File: config.mk
export PLATFORM = sky130hd
export DESIGN_NAME = mmc_memory_map
export DESIGN_NICKNAME = d
export VERILOG_FILES = /design/src/design/mmc_memory_map.v
export VERILOG_INCLUDE_DIRS = /design/src /design/src/design
export SDC_FILE = /design/constraint.sdc
export NUM_CORES = 1
export LEC_CHECK = 0
export CAP_MARGIN = 20
export CORE_MARGIN = 2
export CORE_UTILIZATION = 45
export CTS_BUF_LIST = sky130_fd_sc_hd__clkbuf_2 sky130_fd_sc_hd__clkbuf_4 sky130_fd_sc_hd__clkbuf_8
export DETAILED_ROUTE_END_ITERATION = 8
export DONT_BUFFER_PORTS = 1
export HOLD_SLACK_MARGIN = 0.03
export PLACE_DENSITY_LB_ADDON = 0.2
export SLEW_MARGIN = 20
export SYNTH_ARGS = -nofsm -noshare
export SYNTH_HDL_FRONTEND = slang
export SYNTH_SLANG_ARGS = --single-unit
export TNS_END_PERCENT = 10
File: constraint.sdc
create_clock -name core_clk -period 6.9 [get_ports core_clk]
set_input_delay 0 -clock core_clk [delete_from_list [all_inputs] [get_ports core_clk]]
set_output_delay 0 -clock core_clk [all_outputs]
set_load 0.005 [all_outputs]
File: src/design/mmc_regs.vh
`ifndef MMC_REGS_VH
`define MMC_REGS_VH

// Data-space addresses in general mode
`define MMC_ADDR_INDIRECT 5'h00
`define MMC_ADDR_TIMER 5'h01
`define MMC_ADDR_PCL 5'h02
`define MMC_ADDR_STATUS 5'h03
`define MMC_ADDR_BANK 5'h04
`define MMC_ADDR_PORT_A_DATA 5'h05
`define MMC_ADDR_PORT_B_DATA 5'h06
`define MMC_ADDR_GPR_FIRST 5'h07
`define MMC_GPR_COUNT 25

// Program-memory constants
`define MMC_PC_W 10
`define MMC_RESET_VECTOR 10'h3FF
`define MMC_IRQ_VECTOR 10'h3FE
`define MMC_PC_STEP 10'h001
`define MMC_PC_SKIP 10'h002
`define MMC_CONFIG_ADDR 12'h800

// Status register fields
`define MMC_ST_PAGE 5
`define MMC_ST_TIMEOUT 4
`define MMC_ST_POWERDOWN 3
`define MMC_ST_ALU_HI 2

// Configuration word fields
`define MMC_CFG_OSC_HI 1
`define MMC_CFG_OSC_LO 0
`define MMC_CFG_WDT_EN 2
`define MMC_CFG_CODE_PROT 3
`define MMC_CFG_MODE 4
`define MMC_CFG_LV_HI 6
`define MMC_CFG_LV_LO 5
`define MMC_LV_2V 2'h2
`define MMC_LV_4V 2'h0

// Timer/watchdog control fields
`define MMC_SEL_RESET 6'h3F
`define MMC_SEL_PS_HI 2
`define MMC_SEL_ASSIGN 3
`define MMC_SEL_EDGE 4
`define MMC_SEL_SOURCE 5
`define MMC_PS_TOP 3'h7

`endif

File: src/design/mmc_memory_map.v
`timescale 1ns/1ns
`include "mmc_regs.vh"

module mmc_memory_map (
    input wire core_clk, // 20 MHz core clock
    input wire resetn, // Asynchronous reset, active low
    input wire [6:0] fuseWord, // Configuration word as stored at 800H
    input wire instStep, // One instruction retired, pulse
    input wire skipTaken, // Retired instruction skips the next one
    input wire shortCall, // Short call, 8-bit operand in jumpTarget
    input wire shortGoto, // Short goto, 9-bit operand in jumpTarget
    input wire longJump, // Long call or long goto, 10-bit operand
    input wire returnLoad, // Return: jumpTarget holds popped address
    input wire [9:0] jumpTarget, // Operand or return address
    input wire irqTake, // Core requests interrupt entry
    input wire selectWrite, // Select instruction strobe
    input wire [7:0] accumulator, // Accumulator value for select
    input wire [4:0] dataAddr, // Direct data address
    input wire dataWrite, // Data write strobe
    input wire dataRead, // Data read strobe
    input wire [7:0] dataWdata, // Write data
    input wire [2:0] aluFlags, // Zero, digit carry, carry from the ALU
    input wire aluFlagsLoad, // Update ALU flags, pulse
    input wire timeoutFlagN, // Watchdog time-out flag, active low
    input wire powerDownFlagN, // Power-down flag, active low
    input wire watchdogRawTick, // Watchdog oscillator tick, pulse
    input wire extTimerClk, // External timer clock pin
    input wire [3:0] portAPins, // Port A pin levels
    input wire [7:0] portBPins, // Port B pin levels
    output reg [9:0] fetchAddr, // Program fetch address
    output reg [7:0] dataRdata, // Read data, valid the cycle after dataRead
    output reg irqAccepted, // Interrupt vector taken, pulse
    output reg [1:0] oscillatorTypeSelect, // Oscillator type
    output reg watchdogEnableBit, // Watchdog enabled
    output reg codeProtectOn, // Code protection active
    output reg advancedMode, // Operating mode is advanced
    output reg [1:0] lowVoltageLevelSelect, // Low-voltage reset level code
    output reg lowVoltageCodeInvalid, // Forbidden voltage code loaded
    output reg configValid, // Configuration captured after reset
    output reg [5:0] timerWatchdogControl, // Current control register
    output reg [7:0] timerCount, // Timer count value
    output reg watchdogTick, // Prescaled watchdog tick, pulse
    output reg [3:0] portAData, // Port A output latch
    output reg [7:0] portBData // Port B output latch
);

    // Page, ALU flags and bank pointer; timeout/powerdown are live inputs
    reg statusPage;
    reg [2:0] statusAlu;
    reg [7:0] bankPointer;
    reg [7:0] gpr [0:`MMC_GPR_COUNT-1];
    reg [7:0] prescaler;
    reg extSync1;
    reg extSync2;
    reg extLast;
    reg [3:0] portASync1;
    reg [3:0] portASync2;
    reg [7:0] portBSync1;
    reg [7:0] portBSync2;
    reg [9:0] next_fetchAddr;
    reg [7:0] next_rdata;
    wire [4:0] effAddr;
    wire effZero;
    wire extRise;
    wire extFall;
    wire timerSource;
    wire prescaleToWdt;
    wire [7:0] timerMask;
    wire [7:0] wdtMask;
    wire prescaleTick;
    wire timerTick;
    wire timerWrite;
    integer i;

    // Terminal-count mask for a prescale code; timer ratios are one step up, except code 7, capped at the watchdog's 1:128
    function [7:0] ratio_mask;
        input [2:0] code;
        input forTimer;
        reg [3:0] shift;
        begin
            shift = {1'b0, code} + {3'h0, forTimer};
            if (shift > {1'b0, `MMC_PS_TOP}) begin
                shift = {1'b0, `MMC_PS_TOP};
            end
            ratio_mask = 8'hFF >> (4'h8 - shift);
        end
    endfunction

    // Map a direct address to a general register index
    function [4:0] gpr_index;
        input [4:0] addr;
        begin
            gpr_index = addr - `MMC_ADDR_GPR_FIRST;
        end
    endfunction

    assign effAddr = (dataAddr == `MMC_ADDR_INDIRECT) ? bankPointer[4:0] : dataAddr;
    assign effZero = (effAddr == `MMC_ADDR_INDIRECT);

    // Configuration captured at the first edge after reset release
    // configuration word fields
    always @(posedge core_clk or negedge resetn) begin
        if (!resetn) begin
            configValid <= 1'b0;
            oscillatorTypeSelect <= 2'h0;
            watchdogEnableBit <= 1'b0;
            codeProtectOn <= 1'b1;
            advancedMode <= 1'b0;
            lowVoltageLevelSelect <= `MMC_LV_4V;
            lowVoltageCodeInvalid <= 1'b0;
        end else if (!configValid) begin
            configValid <= 1'b1;
            oscillatorTypeSelect <= fuseWord[`MMC_CFG_OSC_HI:`MMC_CFG_OSC_LO];
            watchdogEnableBit <= fuseWord[`MMC_CFG_WDT_EN];
            codeProtectOn <= ~fuseWord[`MMC_CFG_CODE_PROT];
            advancedMode <= fuseWord[`MMC_CFG_MODE];
            lowVoltageLevelSelect <= fuseWord[`MMC_CFG_LV_HI:`MMC_CFG_LV_LO];
            lowVoltageCodeInvalid <= (fuseWord[`MMC_CFG_LV_HI:`MMC_CFG_LV_LO] != `MMC_LV_2V) &&
                                     (fuseWord[`MMC_CFG_LV_HI:`MMC_CFG_LV_LO] != `MMC_LV_4V);
        end
    end

    // Next program counter; a data write to the counter outranks sequencing
    always @* begin
        next_fetchAddr = fetchAddr;
        if (dataWrite && effAddr == `MMC_ADDR_PCL && !effZero) begin
            // page bit forms the high bit
            next_fetchAddr = {statusPage, 1'b0, dataWdata};
        end else if (irqTake && advancedMode) begin
            next_fetchAddr = `MMC_IRQ_VECTOR;
        end else if (instStep) begin
            if (longJump) begin
                next_fetchAddr = jumpTarget;
            end else if (returnLoad) begin
                next_fetchAddr = jumpTarget;
            end else if (shortGoto) begin
                next_fetchAddr = {statusPage, jumpTarget[8:0]};
            end else if (shortCall) begin
                next_fetchAddr = {statusPage, 1'b0, jumpTarget[7:0]};
            end else if (skipTaken) begin
                next_fetchAddr = fetchAddr + `MMC_PC_SKIP;
            end else begin
                next_fetchAddr = fetchAddr + `MMC_PC_STEP;
            end
        end
    end

    // Program counter register
    // start at reset vector
    always @(posedge core_clk or negedge resetn) begin
        if (!resetn) begin
            fetchAddr <= `MMC_RESET_VECTOR;
            irqAccepted <= 1'b0;
        end else begin
            fetchAddr <= next_fetchAddr;
            irqAccepted <= irqTake && advancedMode &&
                           !(dataWrite && effAddr == `MMC_ADDR_PCL && !effZero);
        end
    end

    // Read mux; the window alone reads zero when the pointer is zero
    always @* begin
        next_rdata = 8'h00;
        if (!effZero) begin
            case (effAddr)
                `MMC_ADDR_TIMER: next_rdata = timerCount;
                `MMC_ADDR_PCL: next_rdata = fetchAddr[7:0];
                `MMC_ADDR_STATUS: next_rdata = {2'h0, statusPage, timeoutFlagN, powerDownFlagN, statusAlu};
                `MMC_ADDR_BANK: next_rdata = bankPointer;
                `MMC_ADDR_PORT_A_DATA: next_rdata = {4'h0, portASync2};
                `MMC_ADDR_PORT_B_DATA: next_rdata = portBSync2;
                default: next_rdata = gpr[gpr_index(effAddr)];
            endcase
        end
    end

    // Registered read data
    always @(posedge core_clk or negedge resetn) begin
        if (!resetn) begin
            dataRdata <= 8'h00;
        end else if (dataRead) begin
            dataRdata <= next_rdata;
        end
    end

    // Data-space writes; status ALU bits also follow the ALU
    always @(posedge core_clk or negedge resetn) begin
        if (!resetn) begin
            statusPage <= 1'b0;
            statusAlu <= 3'h0;
            bankPointer <= 8'h00;
            portAData <= 4'h0;
            portBData <= 8'h00;
            for (i = 0; i < `MMC_GPR_COUNT; i = i + 1) begin
                gpr[i] <= 8'h00;
            end
        end else begin
            if (aluFlagsLoad) begin
                statusAlu <= aluFlags;
            end
            // writes ignored when pointer is zero
            if (dataWrite && !effZero) begin
                case (effAddr)
                    `MMC_ADDR_TIMER, `MMC_ADDR_PCL: begin
                    end
                    `MMC_ADDR_STATUS: begin
                        statusPage <= dataWdata[`MMC_ST_PAGE];
                        if (!aluFlagsLoad) begin
                            statusAlu <= dataWdata[`MMC_ST_ALU_HI:0];
                        end
                    end
                    `MMC_ADDR_BANK: bankPointer <= dataWdata;
                    `MMC_ADDR_PORT_A_DATA: portAData <= dataWdata[3:0];
                    `MMC_ADDR_PORT_B_DATA: portBData <= dataWdata;
                    default: gpr[gpr_index(effAddr)] <= dataWdata;
                endcase
            end
        end
    end

    // Control register is loaded only by the select instruction
    // default 3FH until written
    always @(posedge core_clk or negedge resetn) begin
        if (!resetn) begin
            timerWatchdogControl <= `MMC_SEL_RESET;
        end else if (selectWrite) begin
            timerWatchdogControl <= accumulator[5:0];
        end
    end

    // Pin synchronisers; first stages feed only second stages
    always @(posedge core_clk or negedge resetn) begin
        if (!resetn) begin
            extSync1 <= 1'b0;
            extSync2 <= 1'b0;
            extLast <= 1'b0;
            portASync1 <= 4'h0;
            portASync2 <= 4'h0;
            portBSync1 <= 8'h00;
            portBSync2 <= 8'h00;
        end else begin
            extSync1 <= extTimerClk;
            extSync2 <= extSync1;
            extLast <= extSync2;
            portASync1 <= portAPins;
            portASync2 <= portASync1;
            portBSync1 <= portBPins;
            portBSync2 <= portBSync1;
        end
    end

    // Edge detection after the synchroniser adds two cycles of latency
    assign extRise = extSync2 & ~extLast;
    assign extFall = ~extSync2 & extLast;

    assign timerSource = timerWatchdogControl[`MMC_SEL_SOURCE] ?
                         (timerWatchdogControl[`MMC_SEL_EDGE] ? extFall : extRise) : instStep;

    assign prescaleToWdt = timerWatchdogControl[`MMC_SEL_ASSIGN];

    assign timerMask = ratio_mask(timerWatchdogControl[`MMC_SEL_PS_HI:0], 1'b1);
    assign wdtMask = ratio_mask(timerWatchdogControl[`MMC_SEL_PS_HI:0], 1'b0);

    // Shared prescaler input follows whichever side owns it
    assign prescaleTick = prescaleToWdt ? watchdogRawTick : timerSource;
    assign timerWrite = dataWrite && !effZero && (effAddr == `MMC_ADDR_TIMER);
    assign timerTick = prescaleToWdt ? timerSource :
                       (prescaleTick && ((prescaler & timerMask) == timerMask));

    // Shared prescaler; a timer write clears it while the timer owns it, so the next period is whole
    always @(posedge core_clk or negedge resetn) begin
        if (!resetn) begin
            prescaler <= 8'h00;
        end else if (timerWrite && !prescaleToWdt) begin
            prescaler <= 8'h00;
        end else if (prescaleTick) begin
            prescaler <= prescaler + 8'h01;
        end
    end

    // Timer count; a software write takes priority over a tick
    always @(posedge core_clk or negedge resetn) begin
        if (!resetn) begin
            timerCount <= 8'h00;
        end else if (timerWrite) begin
            timerCount <= dataWdata;
        end else if (timerTick) begin
            timerCount <= timerCount + 8'h01;
        end
    end

    // Watchdog tick: raw when the timer owns the prescaler, else divided
    always @(posedge core_clk or negedge resetn) begin
        if (!resetn) begin
            watchdogTick <= 1'b0;
        end else if (!prescaleToWdt) begin
            watchdogTick <= watchdogRawTick;
        end else begin
            watchdogTick <= watchdogRawTick && ((prescaler & wdtMask) == wdtMask);
        end
    end

endmodule // mmc_memory_map

### Word level (Yosys, flattened, before mapping)

Index checks and enable logic that the tools add are counted.

* output and inout bits: 55
* ROM bits: 0
* register bits: 302
* bits in writable memories: 0
* memories kept: 0
* word-level logic and storage cells: 141
* bits of input ports: 70
* latch bits: 0

* div/mod/pow operators: 0
* equality and inequality tests: 9
* $add $sub $neg: 8
* bitwise logic cells: 9
* shift-type cells: 2
* magnitude comparators: 4
* reductions and logical operators: 26
* $mul: 0
* muxes and demuxes: 32

Operators with widths (number)
* bitwise mux 200 bit: 1
* 2-to-1 mux 10 bit: 8
* 2-to-1 mux 8 bit: 8
* one-hot mux 8 bit (6 select lines): 1
* binary-select mux 8 bit (select 5 bit): 1
* demux 8 bit (select 5 bit): 1
* adder 8 x 1 -> 8 bit (second input constant): 2
* AND 8 bit: 2
* equality test 8 bit: 2
* right shift 8 x 4 -> 8 bit (first input constant): 2
* equality test 5 x 3 -> 1 bit (second input constant): 3
* 2-to-1 mux 3 bit: 5
* logical AND 1 bit: 11
* adder 10 x 1 -> 10 bit (second input constant): 1
* adder 10 x 2 -> 10 bit (second input constant): 1
* equality test 5 x 2 -> 1 bit (second input constant): 2
* logical NOT 5 bit: 2
* AND reduction 2 bit: 5
* subtractor 4 bit (first input constant): 2
* >= comparator 6 bit (second input constant): 1
* < comparator 6 x 1 -> 1 bit (second input constant): 1
* inverter 5 -> 6 bit: 1
* nonzero test 2 bit: 3
* OR reduction 6 bit: 1
* 13 further kinds: 23

### Longest topological paths before layout

Gate-level depths: netlist of run 1.

* depth after elaboration: 11
* depth in mapped cells: 16
* mapped depth without buffers: 11

### Least setup slack after synthesis of run 1

OpenSTA, ideal clock, no wires.

* path type: flip-flop to flip-flop
* start point: register bankPointer[0]
* end point: register gpr[58] (netlist name)
* arrival time: 3.288 ns
* data required time: 6.775 ns
* setup time: 0.125 ns
* clock period less this slack: 3.413 ns
* stages on the path, launching flop included: 14
* path buffers: 5
* setup slack: 3.487 ns
* cell sequence: dfrtp_1 > a31o_1 > buf_6 > buf_4 > buf_4 > buf_2 > ha_1 > buf_2 > o21ai_1 > and3_1 > nor2_2 > nand2_1 > nor2_2 > mux2_2

* cells in the longest elaborated chain, start to end: 8

RTL lines
* from (decl): line mmc_memory_map.v:50 `reg [7:0] bankPointer;`
* from (signal assigned): line mmc_memory_map.v:212 `` `MMC_ADDR_BANK: bankPointer <= dataWdata; ``
* 2-to-1 mux 5 bit (*): line mmc_memory_map.v:97 `` assign effAddr = (dataAddr == `MMC_ADDR_INDIRECT) ? bankPointer[4:0] : dataAddr; ``
* subtractor 5 x 3 -> 5 bit (no line)
* inverter 5 -> 6 bit (implied by the code): line mmc_memory_map.v:215 `default: gpr[gpr_index(effAddr)] <= dataWdata;`
* >= comparator 6 bit (implied by the code) / < comparator 6 x 1 -> 1 bit (equally long branches): line mmc_memory_map.v:215
* logical AND 1 bit (implied by the code): line mmc_memory_map.v:215
* 2-to-1 mux 8 bit (implied by the code): line mmc_memory_map.v:215
* demux 8 bit (select 5 bit): line mmc_memory_map.v:215
* bitwise mux 200 bit: line mmc_memory_map.v:215
* to (signal, indexed assignment): line mmc_memory_map.v:215
* to (decl): line mmc_memory_map.v:51 `` reg [7:0] gpr [0:`MMC_GPR_COUNT-1]; ``

Every way passes the cells marked *; elsewhere a longest branch is shown, timed or not.
A chain may end at the register's enable or synchronous reset.

### Worst setup path in the final report of run 1

* start point: register bankPointer[0]
* end point: register gpr[3] (netlist name)

Same word-level chain as after synthesis.

==> results.py, run 1 <==
metrics = {
    "global_routing": {
        "grt_use_met3_pct": 6.20,
        "met2_usage_pct": 36.8,
        "gr-total-overflow": 0,
        "grt_max_degree": 303,
        "grt_pass1_vias": 10187,
        "top_usage_layer": "met2",
        "grt_pass1_wl_um": 61100,
        "gr-usage-met1_pct": 32.6,
        "grt_usage_pct": 23.6,
        "antenna_found_initial": 1,
    },
    "sta": {
        "skew_ns": 0.0330,
        "fin_crit_sh_pct": 60.2,
        "hold_viol": 302,
        "worst_pin_slew_ns": 0.792,
        "finalSetupViolCount": 0,
        "holdWs_ns": -0.869,
        "setup_tns_ns": 0,
        "drv_slew": 0,
        "period_minus_slack_ns": 4.16,
        "slew_headroom_pct": 47.0,
        "rsz0062_at_grt": "no",
        "fmax_mhz": 241,
    },
    "clock_tree": {
        "cts_max_level": 2,
        "root_buffer": "clkbuf_8",
        "numCtsBuffers": 52,
        "cts_tree": "built",
        "clk_latency_ns": 0.61,
        "cts.sinks": 302,
        "post_cts_resized": 0,
        "path_clk_slew_ns": 0.07,
        "holdBufCountCts": 109,
        "post-cts-setup-buffers": 0,
        "clockBufferDepth": 3,
    },
    "placement": {
        "gp_congestion": 0.865,
        "portBuffers": 0,
        "hpwl_um": 23400,
    },
    "critical_path": {
        "r2r_cells": 10,
        "cp_data_arrival_time_ns": 4.65,
        "critical_path.max_stage_delay_ns": 0.56,
        "worstSetupPathType": "flip-flop to flip-flop",
        "crit_fanout": 27,
        "r2r_slack_ns": 2.74,
        "startpoint_type": "flip-flop",
        "crit_chain": "a31o_4 > inv_4 > ha_1 > or3_1 > o21bai_1 > nand3_1 > nor2_4 > nand2_2 > mux2_1 > dlygate4sd3_1",
        "cp-end-kind": "flip-flop",
        "critical_path.slowest_cell": "dlygate4sd3_1",
        "worstPathRequired_ns": 7.39,
    },
    "synth": {
        "syn_area_sq_mm": 0.0147,
        "synth_compound_area_share_pct": 8.52,
        "syn_nets": 1239,
        "synth_cells": 1154,
        "synth_adder_area_share_pct": 1.28,
        "synth_edf_count": 0,
        "synth_mux_area_share_pct": 25.1,
        "ys_seq_elements": 302,
        "synth-warning-count": 0,
        "synth_top_family_by_area": "multiplexers",
        "synth_flop_cell": "dfrtp_1",
        "synthSimpleGateAreaFrac_pct": 9.85,
        "synthArstFlopShare_pct": 100,
        "syn_avg_cell_area_sq_um": 12.7,
        "synth_cell_types": 80,
        "synth-xor-area-share_pct": 1.37,
        "ys_seq_area_share_pct": 51.6,
    },
    "outcome": {
        "status": "complete, but fails checks",
        "violations": "hold timing",
    },
    "detailed_routing": {
        "num_vias": 10009,
        "drt_iter0_drc": 593,
        "vias_per_cell": 5.77,
        "routedWlPerCell_um": 22.6,
        "firstDrtPassIters": 5,
        "drt-total-wl_um": 39300,
        "route.detailed.drc": 0,
        "ant_nets": 0,
    },
    "floorplan": {
        "ios": 125,
        "start_util_pct": 45.4,
        "die_h_um": 185,
        "die-width_um": 185,
        "rows": 66,
        "coreArea_sq_mm": 0.0324,
        "die_area_sq_mm": 0.0341,
    },
    "power": {
        "peakVddDrop_mv": 0.214,
        "switchingPower_mw": 1.40,
        "pwr-share-seq_pct": 47.1,
        "intPower_mw": 3.71,
        "power_density_mw_per_mm2": 295,
        "p_sw_share_pct": 27.4,
        "power_frac_comb_pct": 18.3,
        "clkPwrFrac_pct": 34.5,
        "p_leak_nw": 7.63,
    },
    "final_layout": {
        "area_delta_synth_final_pct": 17.9,
        "fillers": 2786,
        "n_antenna_cell": 0,
        "fin_nets": 1342,
        "post-route-util_pct": 53.5,
        "drive_above_1_share_pct": 31.4,
    },
    "job": {
        "drv_cap": 0,
    },
    "worst_hold_path": {
        "min-delay-path-class": "primary input to async pin",
    },
}
[worst max-delay path: cells and delay by family, from the launching register on]
family                     cells  cell delay (ns)
muxes                          1             0.34
adders and majority gates      1             0.49
buffers and inverters          2             0.82
AOI/OAI and AO/OA              2             0.73
and+or+nand+nor                4             1.22
DFF                            1             0.42
[synthesized netlist by cell type, drive strengths merged (16+ instances only)]
| library cell | count | area, sq um |
|---|---|---|
| dfrtp | 285 | 7130 |
| mux2 | 239 | 2870 |
| nand2 | 128 | 567 |
| nor2 | 75 | 369 |
| clkbuf | 52 | 195 |
| o21ai | 36 | 180 |
| mux4 | 28 | 631 |
| a21oi | 26 | 141 |
| mux2i | 18 | 180 |
| dfstp | 17 | 447 |
| a221oi | 16 | 140 |
| buf | 16 | 103 |
[sequential cells by signal (all words and copies together) (netlist names), 8 cells and up]
name and count:
bankPointer 8, dataRdata 8, fetchAddr 10, gpr 200, portBData 8, portBSync1 8
portBSync2 8, prescaler 8, timerCount 8
[power groups by stage]
| stage | sequential (mW) | clock (mW) | combinational (mW) |
|---|---|---|---|
| 2_1_floorplan | 2.34 | 0 | 0.698 |
| 3_3_place_gp | 2.42 | 0 | 0.797 |
| 5_1_grt | 2.46 | 1.88 | 1.03 |
| 6_report | 2.41 | 1.77 | 0.937 |
| 3_5_place_dp | 2.43 | 0 | 0.817 |
| 4_1_cts | 2.41 | 1.81 | 0.935 |
[cell type report]
| cell class | instances | area, sq um | share of cell area [%] |
|---|---|---|---|
| Clock inverter | 13 | 171 | 0.990 |
| Inverter | 8 | 32.5 | 0.188 |
| Sequential cell | 302 | 7580 | 43.8 |
| Timing Repair Buffer | 117 | 1230 | 7.11 |
| Clock buffer | 78 | 955 | 5.51 |
| Multi-Input combinational cell | 776 | 6800 | 39.2 |
| Tap cell | 442 | 553 | 3.19 |
[worst paths after layout]
path | startpoint | end
min in group core_clk | instStep | timerCount[0]
max | bankPointer[0] | gpr[3]
max in group asynchronous | resetn | fetchAddr[2]
max reg2reg | bankPointer[0] | gpr[3]
min | resetn | gpr[55]
min reg2reg | portBSync1[6] | portBSync2[6]
[per-layer routing]
metal	vias to the layer above	part of all wire (%)
met4	0	2.0
li1	4463	-
met3	63	6.6
met1	5210	44
met2	273	47
met5	-	0
[through the flow]
stage,setup slack (ns),hold WS (ns),power (mW),cells,area [sq um]
2_1_floorplan,3.49,-0.296,3.03,1154,14700
3_3_place_gp,3.15,-0.269,3.22,1536,15000
3_5_place_dp,3.09,-0.270,3.25,1536,15000
4_1_cts,2.74,-0.931,5.15,1736,17300
5_1_grt,2.57,-0.905,5.37,1736,17300
6_report,2.74,-0.869,5.11,1736,17300
[cell families (layout without fill, tap and decap cells)]
| logic type | after synthesis | in the layout |
|---|---|---|
| buffers and inverters | 76 | 216 |
| XOR/XNOR | 20 | 20 |
| adder cells (fa/ha/maj) | 15 | 15 |
| AO/OA/AOI/OAI | 174 | 174 |
| other | 1 | 1 |
| flip-flops | 302 | 302 |
| multiplexers | 285 | 285 |
| AND/OR/NAND/NOR | 281 | 281 |
[cells in the final DEF, fill, tap and decap left out, types with 16 or more instances in the layout]
cell,count
mux2_2,159
dfstp_2,17
nand2_1,121
mux2_1,32
clkbuf_8,59
a221oi_1,16
nor2_1,55
clkbuf_4,19
nor2_2,16
a21oi_1,25
mux2i_1,18
mux4_2,28
dlygate4sd3_1,101
dfrtp_1,285
mux2_4,48
o21ai_0,34
(Power assumes the default switching activity.)
==> run 2, diff against run 1 <==
- clock period: 6.9 -> 3.6 ns (I/O delays scaled with it)
==> run 2 against run 1 <==
Against the previous run: the flow still finishes with violations (hold timing); sequential share of layout area decreased by 0.20 points; critical path depth increased by 3; final area increased by 0.45%; register-to-register slack got worse by 2.5 ns; clock power increased by 88%; wire length decreased by 0.40%; largest cell class unchanged; first-iteration DRC count increased by 17%.
==> results.py, run 2 (synthesis gave the netlist of run 1 again) <==
metrics = {
    "final_layout": {
        "largest_reg_flops": 200,
        "layout_common_cells": "dfrtp_1 (285), mux2_2 (159), nand2_1 (121), dlygate4sd3_1 (98), clkbuf_8 (70)",
        "fin_nets": 1349,
        "top_register": "gpr",
        "layout_commonest_cell": "dfrtp_1",
        "top_regs": "gpr (200), fetchAddr (10)",
        "area_delta_synth_final_pct": 18.5,
        "drive_above_1_share_pct": 32.3,
        "n_antenna_cell": 0,
    },
    "detailed_routing": {
        "ant_nets": 0,
        "drt_iter0_drc": 693,
        "firstDrtPassIters": 7,
        "route.detailed.drc": 0,
        "vias_per_cell": 5.72,
        "drt-total-wl_um": 39100,
        "num_vias": 9991,
        "routedWlPerCell_um": 22.4,
    },
    "power": {
        "power_frac_comb_pct": 18.6,
        "p_leak_nw": 7.69,
        "total_power_mw": 9.76,
        "switchingPower_mw": 2.71,
        "clkPwrFrac_pct": 34.1,
        "intPower_mw": 7.05,
        "peakVddDrop_mv": 0.297,
        "p_sw_share_pct": 27.8,
        "power_density_mw_per_mm2": 561,
        "pwr-share-seq_pct": 47.3,
    },
    "global_routing": {
        "met2_usage_pct": 35.1,
        "grt_pass1_vias": 10037,
        "antenna_found_initial": 0,
        "grt_pass1_wl_um": 60100,
        "grt_usage_pct": 23.3,
        "grt_max_degree": 303,
        "gr-usage-met1_pct": 32.9,
        "grt_use_met3_pct": 6.20,
        "gr-total-overflow": 0,
        "top_usage_layer": "met2",
    },
    "placement": {
        "portBuffers": 0,
        "gp_congestion": 0.866,
        "hpwl_um": 23700,
    },
    "sta": {
        "finalSetupViolCount": 0,
        "fmax_mhz": 295,
        "drv_slew": 0,
        "holdWs_ns": -0.858,
        "worst_pin_slew_ns": 1.00,
        "hold_viol": 302,
        "fin_crit_sh_pct": 94.1,
        "rsz0062_at_grt": "no",
        "setup_tns_ns": 0,
        "skew_ns": 0.0293,
        "period_minus_slack_ns": 3.39,
        "slew_headroom_pct": 32.5,
    },
    "floorplan": {
        "die_area_sq_mm": 0.0341,
        "rows": 66,
        "coreArea_sq_mm": 0.0324,
        "start_util_pct": 45.4,
        "die-width_um": 185,
        "ios": 125,
        "die_h_um": 185,
    },
    "critical_path": {
        "cp_data_arrival_time_ns": 3.86,
        "cp-end-kind": "flip-flop",
        "r2r_slack_ns": 0.21,
        "r2r_cells": 13,
        "worstSetupPathType": "flip-flop to flip-flop",
        "worstPathRequired_ns": 4.08,
        "r2r_start": "timerWatchdogControl[1]",
        "crit_fanout": 8,
        "r2r-end": "timerCount[7]",
        "startpoint_type": "flip-flop",
        "endpoint": "timerCount[7]",
        "startpoint": "timerWatchdogControl[1]",
    },
    "clock_tree": {
        "cts.sinks": 302,
        "cts_max_level": 2,
        "root_buffer": "clkbuf_8",
        "clockBufferDepth": 3,
        "post-cts-setup-buffers": 0,
        "cts_tree": "built",
        "numCtsBuffers": 51,
        "holdBufCountCts": 106,
        "path_clk_slew_ns": 0.07,
        "clk_latency_ns": 0.59,
    },
    "outcome": {
        "status": "complete, but fails checks",
        "violations": "hold timing",
    },
    "worst_hold_path": {
        "min-delay-path-class": "primary input to async pin",
    },
    "job": {
        "drv_cap": 0,
    },
}
## run 2: changes by cell type in the layout (fill, tap and decap cells not counted), moves of 3 or more
cell	delta
bufinv_16	-3
clkbuf_4	-10
buf_4	+10
dlygate4sd3_1	-3
clkinv_2	+6
clkbuf_8	+11
## run 2: how the worst min path moves through the flow
stage                   end  startpoint
4_1_cts             gpr[50]      resetn
5_1_grt             gpr[71]      resetn
3_5_place_dp        gpr[50]      resetn
2_1_floorplan  advancedMode      resetn
6_report            gpr[50]      resetn
3_3_place_gp        gpr[50]      resetn
## run 2: final cells by class
class / instances / area, sq um
clock buffer: 79 / 1030
multi-input combinational: 776 / 6800
sequential: 302 / 7580
inverter: 8 / 32.5
fill: 2746 / 15000
clock inverter: 15 / 103
timing repair buffer: 125 / 1300
tap: 442 / 553
## run 2: through the flow
step | setup WS, ns | area, sq um | instances | hold WS (ns) | util, %
after floorplan | 0.187 | 14700 | 1154 | -0.296 | -
after global placement | 0.642 | 15100 | 1547 | -0.267 | 46.7
after detailed placement | 0.556 | 15100 | 1547 | -0.269 | 46.7
after CTS | 0.270 | 17400 | 1747 | -0.897 | 53.7
after global routing | 0.00117 | 17400 | 1747 | -0.892 | 53.7
final | 0.212 | 17400 | 1747 | -0.858 | 53.7
## run 2: repair_timing
action / 4_1_cts / 5_1_grt
gates resized for setup: 0 / 2
endpoints found under the setup margin: 0 / 2
hold endpoints to repair: 589 / 302
## run 2: power groups by stage
stage          Combinational [mW]  Clock, mW  Sequential [mW]
6_report                     1.82       3.32             4.62
5_1_grt                      1.98       3.56             4.71
4_1_cts                      1.81       3.41             4.61
3_5_place_dp                 1.59          0             4.66
3_3_place_gp                 1.55          0             4.64
2_1_floorplan                1.34          0             4.48
## run 2: per-layer routing
metal	vias to the layer above	wire length (um)
met3	72	2790
met4	0	1040
li1	4460	-
met1	5153	17700
met5	-	0
met2	306	17600
## run 2: critical path: stages, from the launching register on
cell and delay, ns:
dfstp_2 0.61, inv_1 0.11, ha_1 0.33, a31oi_1 0.23, ha_1 0.20, nor2_1 0.04, nand4b_1 0.17, a211oi_1 0.22
o31ai_1 0.10, buf_4 0.19, nor3_1 0.28, xnor2_1 0.17, o21ai_0 0.09, dlygate4sd3_1 0.55
==> run 3, diff against run 2 <==
- REMOVE_ABC_BUFFERS: default -> 1
==> run 3 against run 2 <==
Against the previous run: the run still ends with hold timing left; sequential power about the same; sequential cell count unchanged; first-iteration DRC count down 19%; hold slack worse by 0.017 ns; clock power down 1%; wire length up 1.2%; core utilization down 0.22 points; combinational power down 2%; sequential share of layout area up 0.18 points.
==> results.py, run 3 (synthesis gave the netlist of run 1 again) <==
metrics = {
    "final_layout": {
        "n_antenna_cell": 0,
        "finalNonFillerCells": 1742,
        "largest_reg_flops": 200,
        "layout_commonest_cell": "dfrtp_1",
        "top_register": "gpr",
        "drive_above_1_share_pct": 32.4,
        "top_regs": "gpr (200), fetchAddr (10)",
        "layout_common_cells": "dfrtp_1 (285), mux2_2 (159), nand2_1 (121), dlygate4sd3_1 (91), clkbuf_8 (63)",
        "fin_nets": 1346,
        "area_delta_synth_final_pct": 18.0,
    },
    "critical_path": {
        "worstPathRequired_ns": 4.07,
        "endpoint": "gpr[196]",
        "cp_data_arrival_time_ns": 4.01,
        "worstSetupPathType": "flip-flop to flip-flop",
        "r2r-end": "gpr[196]",
        "startpoint": "bankPointer[0]",
        "r2r_slack_ns": 0.06,
        "crit_fanout": 17,
        "cp-end-kind": "flip-flop",
        "startpoint_type": "flip-flop",
        "r2r_cells": 10,
        "r2r_start": "bankPointer[0]",
    },
    "detailed_routing": {
        "drt_iter0_drc": 559,
        "vias_per_cell": 5.65,
        "routedWlPerCell_um": 22.7,
        "ant_nets": 0,
        "num_vias": 9840,
        "drt-total-wl_um": 39600,
        "route.detailed.drc": 0,
        "firstDrtPassIters": 5,
    },
    "floorplan": {
        "die-width_um": 185,
        "die_h_um": 185,
        "die_area_sq_mm": 0.0341,
        "start_util_pct": 45.4,
        "coreArea_sq_mm": 0.0324,
        "rows": 66,
        "ios": 125,
    },
    "power": {
        "total_power_mw": 9.68,
        "power_frac_comb_pct": 18.4,
        "p_sw_share_pct": 27.7,
        "intPower_mw": 7.00,
        "power_density_mw_per_mm2": 559,
        "switchingPower_mw": 2.68,
        "clkPwrFrac_pct": 33.9,
        "pwr-share-seq_pct": 47.7,
        "p_leak_nw": 7.67,
        "peakVddDrop_mv": 0.370,
    },
    "global_routing": {
        "grt_max_degree": 303,
        "grt_pass1_wl_um": 61800,
        "grt_pass1_vias": 10271,
        "antenna_found_initial": 3,
        "gr-total-overflow": 0,
        "grt_usage_pct": 24.0,
    },
    "clock_tree": {
        "holdBufCountCts": 99,
        "cts_max_level": 2,
        "cts.sinks": 302,
        "post-cts-setup-buffers": 0,
        "root_buffer": "clkbuf_8",
        "numCtsBuffers": 51,
        "clockBufferDepth": 3,
        "clk_latency_ns": 0.59,
        "path_clk_slew_ns": 0.06,
        "cts_tree": "built",
    },
    "outcome": {
        "status": "complete, but fails checks",
        "violations": "hold timing",
    },
    "sta": {
        "drv_slew": 0,
        "period_minus_slack_ns": 3.54,
        "fin_crit_sh_pct": 98.3,
        "holdWs_ns": -0.874,
        "hold_viol": 302,
        "finalSetupViolCount": 0,
        "setup_tns_ns": 0,
        "slew_headroom_pct": 44.9,
        "fmax_mhz": 282,
        "rsz0062_at_grt": "yes",
        "skew_ns": 0.0330,
        "setup_slack_ns": 0.0597,
        "worst_pin_slew_ns": 0.827,
    },
    "job": {
        "drv_cap": 0,
    },
    "placement": {
        "place_inst": 1551,
        "portBuffers": 0,
        "hpwl_um": 24100,
        "post-place-ws_ns": 0.626,
        "gp_congestion": 0.861,
    },
    "worst_hold_path": {
        "min-delay-path-class": "primary input to async pin",
    },
}
## run 3: worst max-delay path: stages, from the launching register on
cell and delay (ns):
dfrtp_1 0.39, a31o_4 0.22, inv_4 0.10, ha_1 0.22, or3_1 0.34, o21bai_1 0.24, nand3_1 0.27, nor2_4 0.31
nand2_1 0.34, mux2_1 0.42, dlygate4sd3_1 0.56
## run 3: layout make-up
class | count | area, sq um
fillers | 2783 | 15000
flip-flops and latches | 302 | 7580
multi-input cells | 776 | 6800
repair buffers | 122 | 1260
clock buffers | 77 | 972
well taps | 442 | 553
clock inverters | 15 | 136
inverters | 8 | 32.5
## run 3: layer usage
metal | up-vias | wire (um) | global-route usage, %
li1 | 4455 | - | -
met1 | 4989 | 17700 | 33.0
met2 | 304 | 18400 | 38.5
met3 | 84 | 2380 | 5.12
met4 | 8 | 1050 | 7.11
met5 | - | 58 | 0
## run 3: power by group through the flow
stage          clock network (mW)  registers (mW)  logic, mW
3_3_place_gp                    0            4.64       1.54
4_1_cts                      3.37            4.61       1.78
5_1_grt                      3.53            4.71       1.94
2_1_floorplan                   0            4.48       1.28
6_report                     3.28            4.62       1.78
3_5_place_dp                    0            4.66       1.58
## run 3: repair_timing
item,in CTS,in global routing
endpoints found under the hold margin,589,302
setup endpoints to repair,0,5
resized for setup,0,1
## run 3: worst min-delay path by stage
| stage | startpoint | to |
|---|---|---|
| floorplan | resetn | advancedMode |
| global placement | resetn | prescaler[5] |
| detailed placement | resetn | prescaler[5] |
| CTS | resetn | oscillatorTypeSelect[0] |
| global route | resetn | prescaler[5] |
| finish | resetn | prescaler[7] |
## run 3: metrics by stage
stage	util [%]	area, sq um
finish	53.5	17300
global route	53.5	17300
CTS	53.5	17300
detailed placement	46.8	15100
global placement	46.8	15100
floorplan	-	14400
